<file path="config.mk">
export PLATFORM = sky130hd
export DESIGN_NAME = pum_user_port
export DESIGN_NICKNAME = d
export VERILOG_FILES = /design/src/core/pum_pkg.sv /design/src/core/pum_maint_port.sv /design/src/core/pum_user_port.sv
export VERILOG_INCLUDE_DIRS = /design/src /design/src/core
export SDC_FILE = /design/constraint.sdc
export NUM_CORES = 1
export LEC_CHECK = 0
export ABC_AREA = 1
export BUFFER_PORTS_ARGS = -buffer_cell sky130_fd_sc_hd__buf_2
export CORE_AREA = 2 2 289 291
export CTS_BUF_LIST = sky130_fd_sc_hd__clkbuf_8
export CTS_CLUSTER_DIAMETER = 30
export CTS_CLUSTER_SIZE = 25
export DETAILED_ROUTE_END_ITERATION = 7
export DIE_AREA = 0 0 291 293
export PLACE_DENSITY = 0.44
export SLEW_MARGIN = 20
export SYNTH_ARGS = -nofsm -noshare
export SYNTH_HDL_FRONTEND = slang
export SYNTH_SLANG_ARGS = --single-unit
export TNS_END_PERCENT = 50
</file>
<file path="constraint.sdc">
create_clock -name i_sys_clk -period 2.6 [get_ports i_sys_clk]
set_input_delay 0.13 -clock i_sys_clk [delete_from_list [all_inputs] [get_ports i_sys_clk]]
set_output_delay 0.13 -clock i_sys_clk [all_outputs]
set_load 0.03 [all_outputs]
</file>
<file path="src/core/pum_params.svh">
// Purpose: Constants for the packet user port and maintenance access block
// Assumes: Included by the package and the design modules
// Notes:   Field positions of the header-encoded word and maintenance codes
`ifndef PUM_PARAMS_SVH
`define PUM_PARAMS_SVH
`define PUM_HDR_TAG_HI     63
`define PUM_HDR_TAG_LO     56
`define PUM_HDR_CLASS_HI   55
`define PUM_HDR_CLASS_LO   52
`define PUM_HDR_TYPE_HI    51
`define PUM_HDR_TYPE_LO    48
`define PUM_HDR_PRIO_HI    46
`define PUM_HDR_PRIO_LO    45
`define PUM_HDR_CRIT_BIT   44
`define PUM_HDR_SIZE_HI    43
`define PUM_HDR_SIZE_LO    36
`define PUM_HDR_ERR_BIT    35
`define PUM_HDR_ADDR_HI    33
`define PUM_HDR_ADDR_LO    0
`define PUM_ALIGN_MASK     3'h7
`define PUM_SIZE_DWORD     8'h07
`define PUM_SIZE_MAX       8'hFF
`define PUM_SIZE_2DW       8'h0F
`define PUM_SIZE_4DW       8'h1F
`define PUM_SIZE_8DW       8'h3F
`define PUM_SIZE_16DW      8'h7F
`define PUM_SIZE_12DW      8'h5F
`define PUM_SIZE_20DW      8'h9F
`define PUM_SIZE_24DW      8'hBF
`define PUM_SIZE_28DW      8'hDF
`define PUM_CLASS_READ     4'h2
`define PUM_MNT_OFS_HI     23
`define PUM_MNT_HOP_HI     31
`define PUM_MNT_HOP_LO     24
`define PUM_STRB_WORD      4'hF
`define PUM_RESP_OKAY      2'h0
`define PUM_RESP_SLVERR    2'h2
`define PUM_STAT_DONE      4'h0
`endif

</file>
<file path="src/core/pum_pkg.sv">
// Purpose: Types shared by the packet user port and maintenance access block
// Assumes: pum_params.svh provides the numeric constants
// Notes:   Stream beats and maintenance requests travel as packed structs
`include "pum_params.svh"
package pum_pkg;
  typedef struct packed {
    logic [63:0] data;
    logic [7:0]  keep;
    logic [31:0] user;
    logic        last;
  } pum_beat_t;

  typedef struct packed {
    logic        write;
    logic [31:0] addr;
    logic [31:0] data;
  } pum_mreq_t;

  typedef struct packed {
    logic        err;
    logic [31:0] data;
  } pum_mrsp_t;

  typedef enum logic {PUM_FMT_HDR_ENC, PUM_FMT_STREAM} pum_fmt_t;
endpackage : pum_pkg

</file>
<file path="src/core/pum_maint_port.sv">
// Purpose: Lite-bus maintenance port, one outstanding read and one write
// Assumes: Same clock as the logical layer; completions come from config fabric
// Notes:   Write forwarded only after both address and data are held
`timescale 1ns/1ps
`include "pum_params.svh"
module pum_maint_port (
  input  wire logic             i_sys_clk,
  input  wire logic             i_rst_n,
  input  wire logic             i_awvalid,
  output logic                  o_awready,
  input  wire logic [31:0]      i_awaddr,
  input  wire logic             i_wvalid,
  output logic                  o_wready,
  input  wire logic [31:0]      i_wdata,
  input  wire logic [3:0]       i_wstrb,
  output logic                  o_bvalid,
  input  wire logic             i_bready,
  output logic [1:0]            o_bresp,
  input  wire logic             i_arvalid,
  output logic                  o_arready,
  input  wire logic [31:0]      i_araddr,
  output logic                  o_rvalid,
  input  wire logic             i_rready,
  output logic [31:0]           o_rdata,
  output logic [1:0]            o_rresp,
  output logic                  o_req_valid,
  input  wire logic             i_req_ready,
  output pum_pkg::pum_mreq_t    o_req,
  input  wire logic             i_cpl_valid,
  input  wire logic             i_cpl_write,
  input  wire pum_pkg::pum_mrsp_t i_cpl
);
  import pum_pkg::*;

  logic aw_have_r, w_have_r, wr_busy_r, wr_sent_r, bvalid_r;
  logic rd_busy_r, rd_sent_r, rvalid_r;
  logic [31:0] awaddr_r, wdata_r, araddr_r, rdata_r;
  logic [1:0]  bresp_r, rresp_r;
  logic wbad_r;

  // Channel handshakes; new write held off until its response is handed over
  wire aw_fire  = i_awvalid & o_awready;
  wire w_fire   = i_wvalid & o_wready;
  wire ar_fire  = i_arvalid & o_arready;
  wire wr_ready = aw_have_r & w_have_r & ~wr_sent_r;
  wire rd_ready = rd_busy_r & ~rd_sent_r & ~wr_ready;
  wire req_fire = o_req_valid & i_req_ready;
  wire wcpl     = i_cpl_valid & i_cpl_write & wr_sent_r & ~bvalid_r;
  wire rcpl     = i_cpl_valid & ~i_cpl_write & rd_sent_r & ~rvalid_r;
  assign o_awready = ~aw_have_r & ~wr_busy_r;
  assign o_wready  = ~w_have_r & ~wr_busy_r;
  assign o_arready = ~rd_busy_r;
  assign o_req_valid = wr_ready | rd_ready;
  assign o_req = wr_ready ? pum_mreq_t'{write: 1'b1, addr: awaddr_r, data: wdata_r}
                          : pum_mreq_t'{write: 1'b0, addr: araddr_r, data: 32'h0000_0000};
  assign o_bvalid = bvalid_r;
  assign o_bresp  = bresp_r;
  assign o_rvalid = rvalid_r;
  assign o_rdata  = rdata_r;
  assign o_rresp  = rresp_r;

  // Write channel state; partial strobes are not a single word, answered error
  always_ff @(posedge i_sys_clk or negedge i_rst_n) begin
    if (!i_rst_n) begin
      aw_have_r <= 1'b0;
      w_have_r  <= 1'b0;
      wr_busy_r <= 1'b0;
      wr_sent_r <= 1'b0;
      bvalid_r  <= 1'b0;
      bresp_r   <= `PUM_RESP_OKAY;
      awaddr_r  <= 32'h0000_0000;
      wdata_r   <= 32'h0000_0000;
      wbad_r    <= 1'b0;
    end else begin
      if (aw_fire) begin
        aw_have_r <= 1'b1;
        awaddr_r  <= i_awaddr;
      end
      if (w_fire) begin
        w_have_r <= 1'b1;
        wdata_r  <= i_wdata;
        wbad_r   <= (i_wstrb != `PUM_STRB_WORD);
      end
      if (aw_fire | w_fire) wr_busy_r <= (aw_have_r | aw_fire) & (w_have_r | w_fire);
      if (req_fire & wr_ready) wr_sent_r <= 1'b1;
      if (wcpl) begin
        bvalid_r <= 1'b1;
        bresp_r  <= (i_cpl.err | wbad_r) ? `PUM_RESP_SLVERR : `PUM_RESP_OKAY;
      end
      if (bvalid_r & i_bready) begin
        bvalid_r  <= 1'b0;
        aw_have_r <= 1'b0;
        w_have_r  <= 1'b0;
        wr_busy_r <= 1'b0;
        wr_sent_r <= 1'b0;
      end
    end
  end

  // Read channel state, forwarded once the address is taken and no write is ready to go
  always_ff @(posedge i_sys_clk or negedge i_rst_n) begin
    if (!i_rst_n) begin
      rd_busy_r <= 1'b0;
      rd_sent_r <= 1'b0;
      rvalid_r  <= 1'b0;
      araddr_r  <= 32'h0000_0000;
      rdata_r   <= 32'h0000_0000;
      rresp_r   <= `PUM_RESP_OKAY;
    end else begin
      if (ar_fire) begin
        rd_busy_r <= 1'b1;
        araddr_r  <= i_araddr;
      end
      if (req_fire & ~wr_ready) rd_sent_r <= 1'b1;
      if (rcpl) begin
        rvalid_r <= 1'b1;
        rdata_r  <= i_cpl.data;
        rresp_r  <= i_cpl.err ? `PUM_RESP_SLVERR : `PUM_RESP_OKAY;
      end
      if (rvalid_r & i_rready) begin
        rvalid_r  <= 1'b0;
        rd_busy_r <= 1'b0;
        rd_sent_r <= 1'b0;
      end
    end
  end
endmodule : pum_maint_port

</file>
<file path="src/core/pum_user_port.sv">
// Purpose: Logical-layer user port: request framing, response header, maintenance
// Assumes: One clock shared with the logical layer; far side is user logic
// Notes:   Beats pass straight through; only header checks, response error bit and sideband capture
// Behaviour
// - Sizes of a doubleword or more limited to permitted set; some reads only.
// - Short writes end at last marker; only supplied beats are transmitted.
// - Encoded format: first beat is header, payload follows one doubleword per beat.
// - Source and destination IDs captured from sideband on first beat only.
// - Packet ends on last beat; header-only is one beat; back-to-back allowed.
// - Either side stalls; beat moves only when valid and ready both high.
// - Full packet format carries all fields plus priority, passed unchanged.
// - Configuration accesses are exactly one 32-bit word.
// - Reserved configuration offsets complete normally without error; here the fabric's completion status is passed back unchanged.
// - Writes to read-only capability registers complete normally, unchanged; here the fabric's completion status is passed back unchanged.
// - Maintenance write forwarded only after address and data both taken.
// - Maintenance write status returned on write response after completion.
// - New write address or data held off until current response handed over.
// - Maintenance read forwarded once its address is taken; answer on read channel.
// - New read address refused until current read response transferred.
// - Header fields: tag, class, type, priority, flag, size, error, address.
// - Received response header error bit clear for DONE, set otherwise.
`timescale 1ns/1ps
`include "pum_params.svh"
module pum_user_port (
  input  wire logic              i_sys_clk,
  input  wire logic              i_rst_n,
  input  wire pum_pkg::pum_fmt_t i_fmt,
  // Request stream from user logic
  input  wire logic              i_ureq_tvalid,
  output logic                   o_ureq_tready,
  input  wire pum_pkg::pum_beat_t i_ureq,
  // Request stream toward the logical layer
  output logic                   o_lreq_tvalid,
  input  wire logic              i_lreq_tready,
  output pum_pkg::pum_beat_t     o_lreq,
  output logic [31:0]            o_lreq_ids,
  output logic                   o_size_bad,
  // Response stream from the logical layer, status beside the header
  input  wire logic              i_lrsp_tvalid,
  output logic                   o_lrsp_tready,
  input  wire pum_pkg::pum_beat_t i_lrsp,
  input  wire logic [3:0]        i_lrsp_status,
  // Response stream to user logic
  output logic                   o_ursp_tvalid,
  input  wire logic              i_ursp_tready,
  output pum_pkg::pum_beat_t     o_ursp,
  output logic [31:0]            o_ursp_ids,
  // Maintenance lite-bus port
  input  wire logic              i_awvalid,
  output logic                   o_awready,
  input  wire logic [31:0]       i_awaddr,
  input  wire logic              i_wvalid,
  output logic                   o_wready,
  input  wire logic [31:0]       i_wdata,
  input  wire logic [3:0]        i_wstrb,
  output logic                   o_bvalid,
  input  wire logic              i_bready,
  output logic [1:0]             o_bresp,
  input  wire logic              i_arvalid,
  output logic                   o_arready,
  input  wire logic [31:0]       i_araddr,
  output logic                   o_rvalid,
  input  wire logic              i_rready,
  output logic [31:0]            o_rdata,
  output logic [1:0]             o_rresp,
  // Configuration fabric side
  output logic                   o_mreq_valid,
  input  wire logic              i_mreq_ready,
  output pum_pkg::pum_mreq_t     o_mreq,
  input  wire logic              i_mcpl_valid,
  input  wire logic              i_mcpl_write,
  input  wire pum_pkg::pum_mrsp_t i_mcpl
);
  import pum_pkg::*;

  logic        req_first_r, rsp_first_r, size_bad_r;
  logic [31:0] req_ids_r, rsp_ids_r;

  // Size check on a request header: permitted codes of a doubleword or more
  function automatic logic size_ok(input logic [7:0] sz, input logic is_read);
    logic both;
    logic rd;
    both = (sz == `PUM_SIZE_DWORD) ||
           (sz == `PUM_SIZE_2DW)   ||
           (sz == `PUM_SIZE_4DW)   ||
           (sz == `PUM_SIZE_8DW)   ||
           (sz == `PUM_SIZE_16DW)  ||
           (sz == `PUM_SIZE_MAX);
    rd   = (sz == `PUM_SIZE_12DW)  ||                                // Reads only
           (sz == `PUM_SIZE_20DW)  ||
           (sz == `PUM_SIZE_24DW)  ||
           (sz == `PUM_SIZE_28DW);
    size_ok = (sz < `PUM_SIZE_DWORD) || both || (is_read && rd);
  endfunction : size_ok

  // Request header decode on the first beat
  wire       req_fire  = i_ureq_tvalid & o_ureq_tready;
  wire [7:0] req_size  = i_ureq.data[`PUM_HDR_SIZE_HI:`PUM_HDR_SIZE_LO];
  wire [3:0] req_class = i_ureq.data[`PUM_HDR_CLASS_HI:`PUM_HDR_CLASS_LO];
  wire       req_read  = (req_class == `PUM_CLASS_READ);
  wire       req_check = req_fire & req_first_r & (i_fmt == PUM_FMT_HDR_ENC);
  wire       req_bad   = req_check & ~size_ok(req_size, req_read);

  // Pass-through; beats move only on valid and ready, ends follow last flag
  assign o_lreq_tvalid = i_ureq_tvalid;
  assign o_ureq_tready = i_lreq_tready;
  assign o_lreq        = i_ureq;
  assign o_lreq_ids    = req_first_r ? i_ureq.user : req_ids_r;
  assign o_size_bad    = size_bad_r;

  // Track first beat of each request packet and hold its IDs
  always_ff @(posedge i_sys_clk or negedge i_rst_n) begin
    if (!i_rst_n) begin
      req_first_r <= 1'b1;
      req_ids_r   <= 32'h0000_0000;
      size_bad_r  <= 1'b0;
    end else begin
      if (req_fire) req_first_r <= i_ureq.last;
      if (req_fire & req_first_r) req_ids_r <= i_ureq.user;
      if (req_check) size_bad_r <= req_bad;
    end
  end

  // Response header: error bit from status, only on encoded-format header beat
  wire rsp_fire = i_lrsp_tvalid & o_lrsp_tready;
  wire rsp_hdr  = rsp_first_r & (i_fmt == PUM_FMT_HDR_ENC);
  wire rsp_err  = (i_lrsp_status != `PUM_STAT_DONE);
  pum_beat_t rsp_beat;
  always_comb begin
    rsp_beat = i_lrsp;
    if (rsp_hdr) rsp_beat.data[`PUM_HDR_ERR_BIT] = rsp_err;
  end
  assign o_ursp_tvalid = i_lrsp_tvalid;
  assign o_lrsp_tready = i_ursp_tready;
  assign o_ursp        = rsp_beat;
  assign o_ursp_ids    = rsp_first_r ? i_lrsp.user : rsp_ids_r;

  // Track first beat of each response packet
  always_ff @(posedge i_sys_clk or negedge i_rst_n) begin
    if (!i_rst_n) begin
      rsp_first_r <= 1'b1;
      rsp_ids_r   <= 32'h0000_0000;
    end else begin
      if (rsp_fire) rsp_first_r <= i_lrsp.last;
      if (rsp_fire & rsp_first_r) rsp_ids_r <= i_lrsp.user;
    end
  end

  // Maintenance port; reserved and read-only targets answer per fabric status
  pum_maint_port u_maint (
    .i_sys_clk  (i_sys_clk),
    .i_rst_n    (i_rst_n),
    .i_awvalid  (i_awvalid),
    .o_awready  (o_awready),
    .i_awaddr   (i_awaddr),
    .i_wvalid   (i_wvalid),
    .o_wready   (o_wready),
    .i_wdata    (i_wdata),
    .i_wstrb    (i_wstrb),
    .o_bvalid   (o_bvalid),
    .i_bready   (i_bready),
    .o_bresp    (o_bresp),
    .i_arvalid  (i_arvalid),
    .o_arready  (o_arready),
    .i_araddr   (i_araddr),
    .o_rvalid   (o_rvalid),
    .i_rready   (i_rready),
    .o_rdata    (o_rdata),
    .o_rresp    (o_rresp),
    .o_req_valid(o_mreq_valid),
    .i_req_ready(i_mreq_ready),
    .o_req      (o_mreq),
    .i_cpl_valid(i_mcpl_valid),
    .i_cpl_write(i_mcpl_write),
    .i_cpl      (i_mcpl)
  );
endmodule : pum_user_port

</file>
==> flow_summary.json, run 1 <==
{
  "timing_worst_setup_path_type": "reg -> out",
  "synth-edff-count": 0,
  "peakVddDrop_mv": 0.754,
  "areaGrowthSynthToFinish_pct": 54.8,
  "power.leakage_nw": 8.69,
  "netlist_top_cells_area": "dfrtp_1 47%, buf_4 16%, nand2_1 14%",
  "gr-total-overflow": 0,
  "io_pins": 748,
  "dieHeight_um": 293,
  "ys_warn_count": 0,
  "grt_pass1_wl_mm": 59.7,
  "drive_gt1_frac": 0.349,
  "ys_seq_elements": 206,
  "multi_input_area_mm2": 0.00322,
  "fp-row-count": 105,
  "finClkSkew_ns": 0.0420,
  "initial_core_util": 0.132,
  "core_area_mm2": 0.0818,
  "maxSlewHeadroom": 0.387,
  "cp_max_fo": 61,
  "wl_mm": 39.5,
  "async_flop_share": 1.00,
  "h-tree-depth": 3,
  "total_power_mw": 18.1,
  "firstDrtPassIters": 4,
  "crit_path_end_kind": "output port",
  "clk_pin_slew_ns": 0.05,
  "clock_sinks": 206,
  "finalSetupViolCount": 0,
  "wl_per_cell_um": 13.3,
  "syn_avg_cell_area_um2": 8.13,
  "num_vias": 10000,
  "io_buffers": 483,
  "power_density_mw_per_mm2": 1080,
  "track_usage": 0.0909,
  "instances_no_fill": 2975,
  "finalCritPeriodShare": 0.882,
  "arrival_ns": 2.16,
  "rsz0062_at_grt": "no",
  "finalWeightedCongestion": 0.742,
  "netlist-cell-type-count": 22,
  "synth.most_common_cell": "nand2_1",
  "die_w_um": 291,
  "final-hold-violation-count": 0,
  "fin_util": 0.205,
  "grt_pass1_vias": 10400,
  "start_kind": "flop",
  "slew_viol_final": 0,
  "timing.hold.ws_ns": 0.0809,
  "synth_largest_area_cell": "dfrtp_1",
  "layout.nets": 2212,
  "cts_made_buffers": 67,
  "clockBufferDepth": 3,
  "status": "complete, no violations",
  "fill_cells": 9138,
  "netlist_instances": 1332,
  "postRouteAntennaNets": 0,
  "netlist_top_cells_count": "403 x nand2_1, 227 x buf_4, 204 x dfrtp_1",
  "syn_area_mm2": 0.0108,
  "post_cts_buffers": 0,
  "dp_cells": 2630,
  "die_area_mm2": 0.0853,
  "max-cap-violations": 0,
  "fin_crit_ns": 2.29,
  "cts_root_buf": "clkbuf_8",
  "cp.required_ns": 2.47,
  "ys_seq_area_frac": 0.476,
  "min_path_type": "in -> async",
  "cts_tree": "built",
  "grt_max_degree": 68,
  "hpwlAfterDp_mm": 28.3,
  "seqCellArea_mm2": 0.00516,
  "worst_slew_pin_slew_ns": 0.916,
  "tns_ns": 0,
  "viasPerCell": 3.36,
  "antenna_found_initial": 5,
  "fmax_ghz": 0.436,
  "synth_top_area_frac": 0.471,
  "clk_latency_ns": 0.62,
  "first_iter_violations": 346,
  "ys.flop_type": "dfrtp_1",
  "drc": 0
}
[worst paths after layout]
| check | start | end | slack (ns) | cells after the start |
|---|---|---|---|---|
| hold reg to reg | u_maint.o_rdata[24]$_DFFE_PN0P_ | u_maint.o_rdata[24]$_DFFE_PN0P_ | 0.48 | 2 |
| setup / recovery | req_first_r$_DFFE_PN1P_ | o_lreq_ids[14] | 0.31 | 3 |
| min in group i_sys_clk | i_awvalid | u_maint.awaddr_r[29]$_DFFE_PN0P_ | 0.13 | 5 |
| setup reg to reg | req_first_r$_DFFE_PN1P_ | o_size_bad$_DFFE_PN0P_ | 0.40 | 5 |
| max in group asynchronous | i_rst_n | rsp_first_r$_DFFE_PN1P_ | 1.71 | 3 |
| hold / removal | i_rst_n | u_maint.awaddr_r[7]$_DFFE_PN0P_ | 0.08 | 2 |
[cell type report]
type | count | area share
inverter | 145 | 0.0326
sequential | 206 | 0.308
clock buffer | 84 | 0.0689
timing repair buffer | 722 | 0.287
clock inverter | 38 | 0.0321
multi-input combinational | 708 | 0.192
antenna | 2 | 0.000298
tap | 1070 | 0.0798
[report_power, final]
group | total [mW] | internal (mW) | leakage, nW | switching, mW
combinational | 6.86 | 2.18 | 5.27 | 4.68
clock | 6.19 | 4.15 | 0.896 | 2.04
sequential | 5.09 | 4.47 | 2.53 | 0.622
[routing by layer]
layer	wire (um)	up-vias	GRT usage
li1	-	4953	-
met1	15900	4452	0.101
met4	2320	10	0.0615
met5	125	-	0.00964
met2	17100	454	0.138
met3	4130	135	0.0422
[per-stage QoR]
stage / cell area [um^2] / setup WS [ns]
final: 16800 / 0.308
after global routing: 16800 / 0.0580
after CTS: 16800 / 0.185
after detailed placement: 12900 / 0.726
after global placement: 12900 / 0.703
after floorplan: 10800 / 0.882
[sequential cells by signal (all words and copies together) (netlist names), 32 cells and up]
| register | flops |
|---|---|
| u_maint.wdata_r | 32 |
| u_maint.o_rdata | 32 |
| req_ids_r | 32 |
| u_maint.araddr_r | 32 |
| u_maint.awaddr_r | 32 |
| rsp_ids_r | 32 |
[logic make-up after synthesis]
kind of cell           Yosys count  share of synthesized area
AND/OR/NAND/NOR                468                      0.166
buffers and inverters          419                      0.229
AO/OA/AOI/OAI                  206                     0.0954
flip-flops                     206                      0.476
multiplexers                    32                     0.0333
other                            1                   0.000346
[placed cells by master, fill, tap and decap left out, drive strengths merged, types with 12 or more instances in the layout]
master and n:
dlygate4sd3 221, clkinv 15, buf 501, mux2 32, o21ai 198, nand2 406, dfrtp 204, bufinv 12
nor2 50, inv 155, clkbuf 84
[repair_timing]
| action | CTS | global route |
|---|---|---|
| resized for setup | 1 | 0 |
| hold buffers | 221 | 0 |
| setup endpoints to repair | 1 | 0 |
| endpoints found under the hold margin | 410 | 0 |
[critical path: stages (launching register included)]
cell	delay, ns
dfstp_2	0.39
inv_2	0.65
o21ai_0	0.27
buf_2	0.24
(Power assumes the default switching activity.)
==> run 2, diff against run 1 <==
--- a/config.mk
+++ b/config.mk
@@ -14,8 +14,9 @@
 export CTS_CLUSTER_SIZE = 25
 export DETAILED_ROUTE_END_ITERATION = 7
 export DIE_AREA = 0 0 291 293
-export PLACE_DENSITY = 0.44
-export SLEW_MARGIN = 20
+export MAX_ROUTING_LAYER = met4
+export PLACE_DENSITY_LB_ADDON = 0.05
+export SLEW_MARGIN = 5
 export SYNTH_ARGS = -nofsm -noshare
 export SYNTH_HDL_FRONTEND = slang
 export SYNTH_SLANG_ARGS = --single-unit
==> run 2 against run 1 <==
Compared with the run above:
- register-to-register slack improved by 0.20 ns
- non-clock buffer count fell by 6
- via count rose by 2.2%
- critical path type unchanged
- largest cell class unchanged
==> flow_summary.json, run 2 (synthesis gave the netlist of run 1 again) <==
{
  "grt_pass1_vias": 11100,
  "drive_gt1_frac": 0.353,
  "antenna_found_initial": 6,
  "postRouteAntennaNets": 0,
  "fin_util": 0.207,
  "hpwlAfterDp_mm": 33.1,
  "grt_pass1_wl_mm": 68.6,
  "firstDrtPassIters": 7,
  "first_iter_violations": 290,
  "wl_mm": 46.1,
  "pwr-share-comb": 0.383,
  "die_area_mm2": 0.0853,
  "peakVddDrop_mv": 0.603,
  "clock_sinks": 206,
  "h-tree-depth": 3,
  "maxSlewHeadroom": 0.496,
  "power_frac_seq": 0.275,
  "multi_input_area_mm2": 0.00322,
  "holdPathStages": 4,
  "cp.required_ns": 2.47,
  "rr_endpoint": "u_maint.wbad_r$_DFFE_PN0P_",
  "core_area_mm2": 0.0818,
  "drc": 0,
  "clockBufferDepth": 3,
  "viasPerCell": 3.39,
  "max-cap-violations": 0,
  "status": "complete, no violations",
  "reg2reg_depth": 6,
  "io_buffers": 483,
  "arrival_ns": 2.16,
  "cp_max_fo": 66,
  "dieHeight_um": 293,
  "hold_start": "i_ureq_tvalid",
  "regToRegStartpoint": "u_maint.w_have_r$_DFFE_PN0P_",
  "layout.nets": 2230,
  "slew_viol_final": 0,
  "r2r_setup_slack_ns": 0.60,
  "cts_root_buf": "clkbuf_8",
  "fmax_ghz": 0.436,
  "track_usage": 0.110,
  "clk_pin_slew_ns": 0.04,
  "pwr-share-clk": 0.342,
  "fp-row-count": 105,
  "switching_share": 0.416,
  "timing_worst_setup_path_type": "reg -> out",
  "fin_crit_ns": 2.29,
  "layout_commonest_cell": "buf_2",
  "seqCellArea_mm2": 0.00516,
  "start_kind": "flop",
  "io_pins": 748,
  "final_cell_mix": "482 x buf_2, 403 x nand2_1, 211 x dlygate4sd3_1, 204 x dfrtp_1, 174 x inv_1",
  "rsz0062_at_grt": "no",
  "cts_made_buffers": 91,
  "num_vias": 10200,
  "worst_slew_pin_slew_ns": 0.755,
  "power_density_mw_per_mm2": 1090,
  "clk_latency_ns": 0.65,
  "finalCritPeriodShare": 0.883,
  "finalSetupViolCount": 0,
  "finClkSkew_ns": 0.0316,
  "whs_endpoint": "req_ids_r[30]$_DFFE_PN0P_",
  "finalWeightedCongestion": 0.715,
  "crit_path_end_kind": "output port",
  "gr-total-overflow": 0,
  "p_sw_mw": 7.69,
  "initial_core_util": 0.132,
  "fill_cells": 9320,
  "cts_tree": "built",
  "grt_max_degree": 67,
  "power.leakage_nw": 8.91,
  "die_w_um": 291,
  "tns_ns": 0,
  "wl_per_cell_um": 15.3,
  "areaGrowthSynthToFinish_pct": 56.7,
  "min_path_type": "in -> reg",
  "final-hold-violation-count": 0,
  "total_power_mw": 18.5,
  "p_int_mw": 10.8
}
[run 2: changes by cell type in the layout (fill, tap and decap cells not counted), moves of 3 or more]
cell / before / now
buf_12: 3 / 6
bufinv_16: 12 / 0
clkbuf_8: 84 / 122
clkinv_2: 11 / 5
diode_2: 2 / 7
dlygate4sd3_1: 221 / 211
inv_1: 146 / 174
[run 2: metal layers]
metal | up-vias | routed length [um] | track usage
li1 | 5017 | - | -
met1 | 4695 | 16800 | 0.107
met2 | 358 | 23800 | 0.192
met3 | 158 | 3420 | 0.0395
met4 | 0 | 2090 | 0.0560
met5 | - | 0 | -
[run 2: metrics by stage]
| step | std cells | hold slack, ns | setup WS [ns] | cell area, um^2 |
|---|---|---|---|---|
| global placement | 2633 | 0.120 | 0.772 | 12900 |
| global route | 3017 | 0.0694 | 0.0835 | 17000 |
| finish | 3018 | 0.0822 | 0.305 | 17000 |
| floorplan | 1333 | -0.166 | 0.882 | 10800 |
| CTS | 3011 | 0.00349 | 0.0500 | 17000 |
| detailed placement | 2633 | 0.112 | 0.773 | 12900 |
[run 2: cell type report]
type                    instances  share of cell area
diodes                          7             0.00103
clock inverters                44              0.0126
inverters                     145              0.0322
repair buffers                716               0.283
multi-input cells             708               0.190
flip-flops and latches        206               0.304
clock buffers                 122              0.0989
well taps                    1070              0.0789
[run 2: worst max path at each step]
stage	startpoint	slack [ns]	endpoint
after floorplan	rsp_first_r$_DFFE_PN1P_	0.88	o_ursp_ids[10]
after global placement	req_first_r$_DFFE_PN1P_	0.77	o_lreq_ids[22]
after global routing	u_maint.aw_have_r$_DFFE_PN0P_	0.08	o_mreq[58]
after detailed placement	u_maint.w_have_r$_DFFE_PN0P_	0.77	u_maint.wdata_r[10]$_DFFE_PN0P_
after CTS	req_first_r$_DFFE_PN1P_	0.05	o_lreq_ids[17]
final	u_maint.aw_have_r$_DFFE_PN0P_	0.31	o_mreq[58]
[run 2: critical path: stages (launching register included)]
cell and delay (ns):
dfrtp_1 0.42, nand3_4 0.12, buf_12 0.34, nand2_1 0.16, nand2_1 0.23, buf_2 0.25
[run 2: power by group through the flow]
stage / Sequential [mW] / Clock [mW] / Combinational (mW)
CTS: 5.09 / 6.69 / 7.32
global placement: 5.12 / 0 / 7.01
detailed placement: 5.12 / 0 / 7.01
finish: 5.08 / 6.33 / 7.08
global route: 5.25 / 6.88 / 7.82
floorplan: 5.53 / 0 / 4.48
[run 2: timing repair]
item | in CTS | in global routing
gates resized for setup | 0 | 2
hold buffers | 212 | 0
setup buffers | 0 | 0
setup endpoints to repair | 0 | 7
hold endpoints to repair | 410 | 0
==> run 3, diff against run 2 <==
--- a/config.mk
+++ b/config.mk
@@ -15,7 +15,7 @@
 export DETAILED_ROUTE_END_ITERATION = 7
 export DIE_AREA = 0 0 291 293
 export MAX_ROUTING_LAYER = met4
-export PLACE_DENSITY_LB_ADDON = 0.05
+export PLACE_DENSITY_LB_ADDON = 0.08
 export SLEW_MARGIN = 5
 export SYNTH_ARGS = -nofsm -noshare
 export SYNTH_HDL_FRONTEND = slang
==> run 3 against run 2 <==
Compared with the run above:
- sequential power about the same
- critical path depth fell by 1
- non-clock buffer count grew 6
- power decreased by 0.57%
- setup slack got worse by 0.039 ns
- critical path type unchanged
- highest routed layer unchanged
- fmax down 1.7%
- clock skew is essentially flat
- largest cell class unchanged
- final cell count about the same
- flip-flop and latch count unchanged
- routed wire length down 5.3%
- combinational power decreased by 0.8%
- clock power is 0.9% lower
==> flow_summary.json, run 3 (synthesis gave the netlist of run 1 again) <==
{
  "rsz0062_at_grt": "no",
  "slew_viol_final": 0,
  "power_density_mw_per_mm2": 1080,
  "cts_tree": "built",
  "layout.nets": 2231,
  "grt_pass1_vias": 11100,
  "fin_util": 0.207,
  "clock_sinks": 206,
  "r2r_setup_slack_ns": 0.53,
  "power_frac_seq": 0.277,
  "crit_path_end_kind": "output port",
  "areaGrowthSynthToFinish_pct": 56.7,
  "antenna_found_initial": 10,
  "total_power_mw": 18.4,
  "io_pins": 748,
  "wl_met1_mm": 16.7,
  "grt_pass1_wl_mm": 65.6,
  "gr-total-overflow": 0,
  "power.leakage_nw": 8.85,
  "p_int_mw": 10.8,
  "layout_commonest_cell": "buf_2",
  "final-hold-violation-count": 0,
  "track_usage": 0.103,
  "pwr-share-comb": 0.382,
  "io_buffers": 483,
  "timing_worst_setup_path_type": "reg -> out",
  "dieHeight_um": 293,
  "drive_gt1_frac": 0.351,
  "min_path_type": "in -> async",
  "cp.required_ns": 2.47,
  "max-cap-violations": 0,
  "status": "complete, no violations",
  "fin_crit_ns": 2.33,
  "wl_met3_mm": 3.40,
  "post_cts_buffers": 0,
  "peakVddDrop_mv": 0.498,
  "top_layer_used": "met4",
  "start_kind": "flop",
  "cts_hold_buf": 222,
  "viasPerCell": 3.39,
  "clockBufferDepth": 3,
  "place_area_mm2": 0.0129,
  "clk_latency_ns": 0.63,
  "cts-resized-gates": 0,
  "wl_mm": 43.7,
  "pwr-share-clk": 0.341,
  "finClkSkew_ns": 0.0317,
  "core_area_mm2": 0.0818,
  "switching_share": 0.412,
  "fmax_ghz": 0.429,
  "initial_core_util": 0.132,
  "wl_met2_mm": 21.2,
  "timing.hold.ws_ns": 0.0831,
  "finalCritPeriodShare": 0.898,
  "cts_root_buf": "clkbuf_8",
  "design_area_mm2": 0.0170,
  "maxSlewHeadroom": 0.384,
  "final_cell_mix": "482 x buf_2, 403 x nand2_1, 222 x dlygate4sd3_1, 204 x dfrtp_1, 171 x o21ai_0",
  "h-tree-depth": 3,
  "num_vias": 10200,
  "die_w_um": 291,
  "finalWeightedCongestion": 0.708,
  "fill_cells": 9282,
  "clk_pin_slew_ns": 0.04,
  "die_area_mm2": 0.0853,
  "wl_per_cell_um": 14.5,
  "p_sw_mw": 7.57,
  "cp_max_fo": 61,
  "arrival_ns": 2.20,
  "grt_max_degree": 67,
  "cts_made_buffers": 86,
  "worst_slew_pin_slew_ns": 0.923,
  "finalSetupViolCount": 0,
  "firstDrtPassIters": 4,
  "fp-row-count": 105,
  "tns_ns": 0,
  "first_iter_violations": 323,
  "drc": 0,
  "postRouteAntennaNets": 0,
  "hpwlAfterDp_mm": 31.4
}
-- run 3: cell count changes in the layout (fill, tap and decap cells not counted), sizes merged --
cell	change
inv	-11
clkbuf	+1
buf	-5
diode	+3
clkinvlp	+1
clkinv	-2
dlygate4sd3	+11
-- run 3: final timing paths --
kind / start / endpoint / cells after the start
max: req_first_r$_DFFE_PN1P_ / o_lreq_ids[14] / 4
max reg2reg: req_first_r$_DFFE_PN1P_ / o_size_bad$_DFFE_PN0P_ / 5
min: i_rst_n / u_maint.awaddr_r[0]$_DFFE_PN0P_ / 2
max in group asynchronous: i_rst_n / rsp_first_r$_DFFE_PN1P_ / 3
min reg2reg: u_maint.o_rdata[24]$_DFFE_PN0P_ / u_maint.o_rdata[24]$_DFFE_PN0P_ / 2
min in group i_sys_clk: i_arvalid / u_maint.rd_busy_r$_DFFE_PN0P_ / 3
-- run 3: area by class of cell --
cell class | instances | area, um^2 | share of cell area
antenna | 10 | 25.0 | 0.00147
clock inverter | 32 | 160 | 0.00943
sequential | 206 | 5160 | 0.304
timing repair buffer | 722 | 4840 | 0.285
multi-input combinational | 708 | 3220 | 0.190
clock buffer | 123 | 1690 | 0.0997
tap | 1070 | 1340 | 0.0789
inverter | 145 | 544 | 0.0321
-- run 3: metal layers --
layer  GRT usage  vias to the layer above
li1            -                     5012
met1       0.104                     4655
met2       0.170                      378
met3      0.0392                      165
met4      0.0602                        0
met5           -                        -
-- run 3: stage by stage --
stage	std cells	worst slack, ns
after floorplan	1333	0.882
after detailed placement	2629	0.816
after global placement	2629	0.874
final	3016	0.266
after global routing	3016	0.0181
after CTS	3006	0.0971
-- run 3: power groups by stage --
stage               logic, mW  registers [mW]  clock network [mW]
CTS                      7.23            5.11                6.60
floorplan                4.48            5.53                   0
global placement         6.86            5.14                   0
detailed placement       6.86            5.13                   0
global route             7.75            5.27                6.78
finish                   7.02            5.10                6.27
-- run 3: critical path: stages (launching register included) --
cell,delay [ns]
dfstp_2,0.39
inv_2,0.65
nand2_1,0.11
o21ai_0,0.14
buf_2,0.24
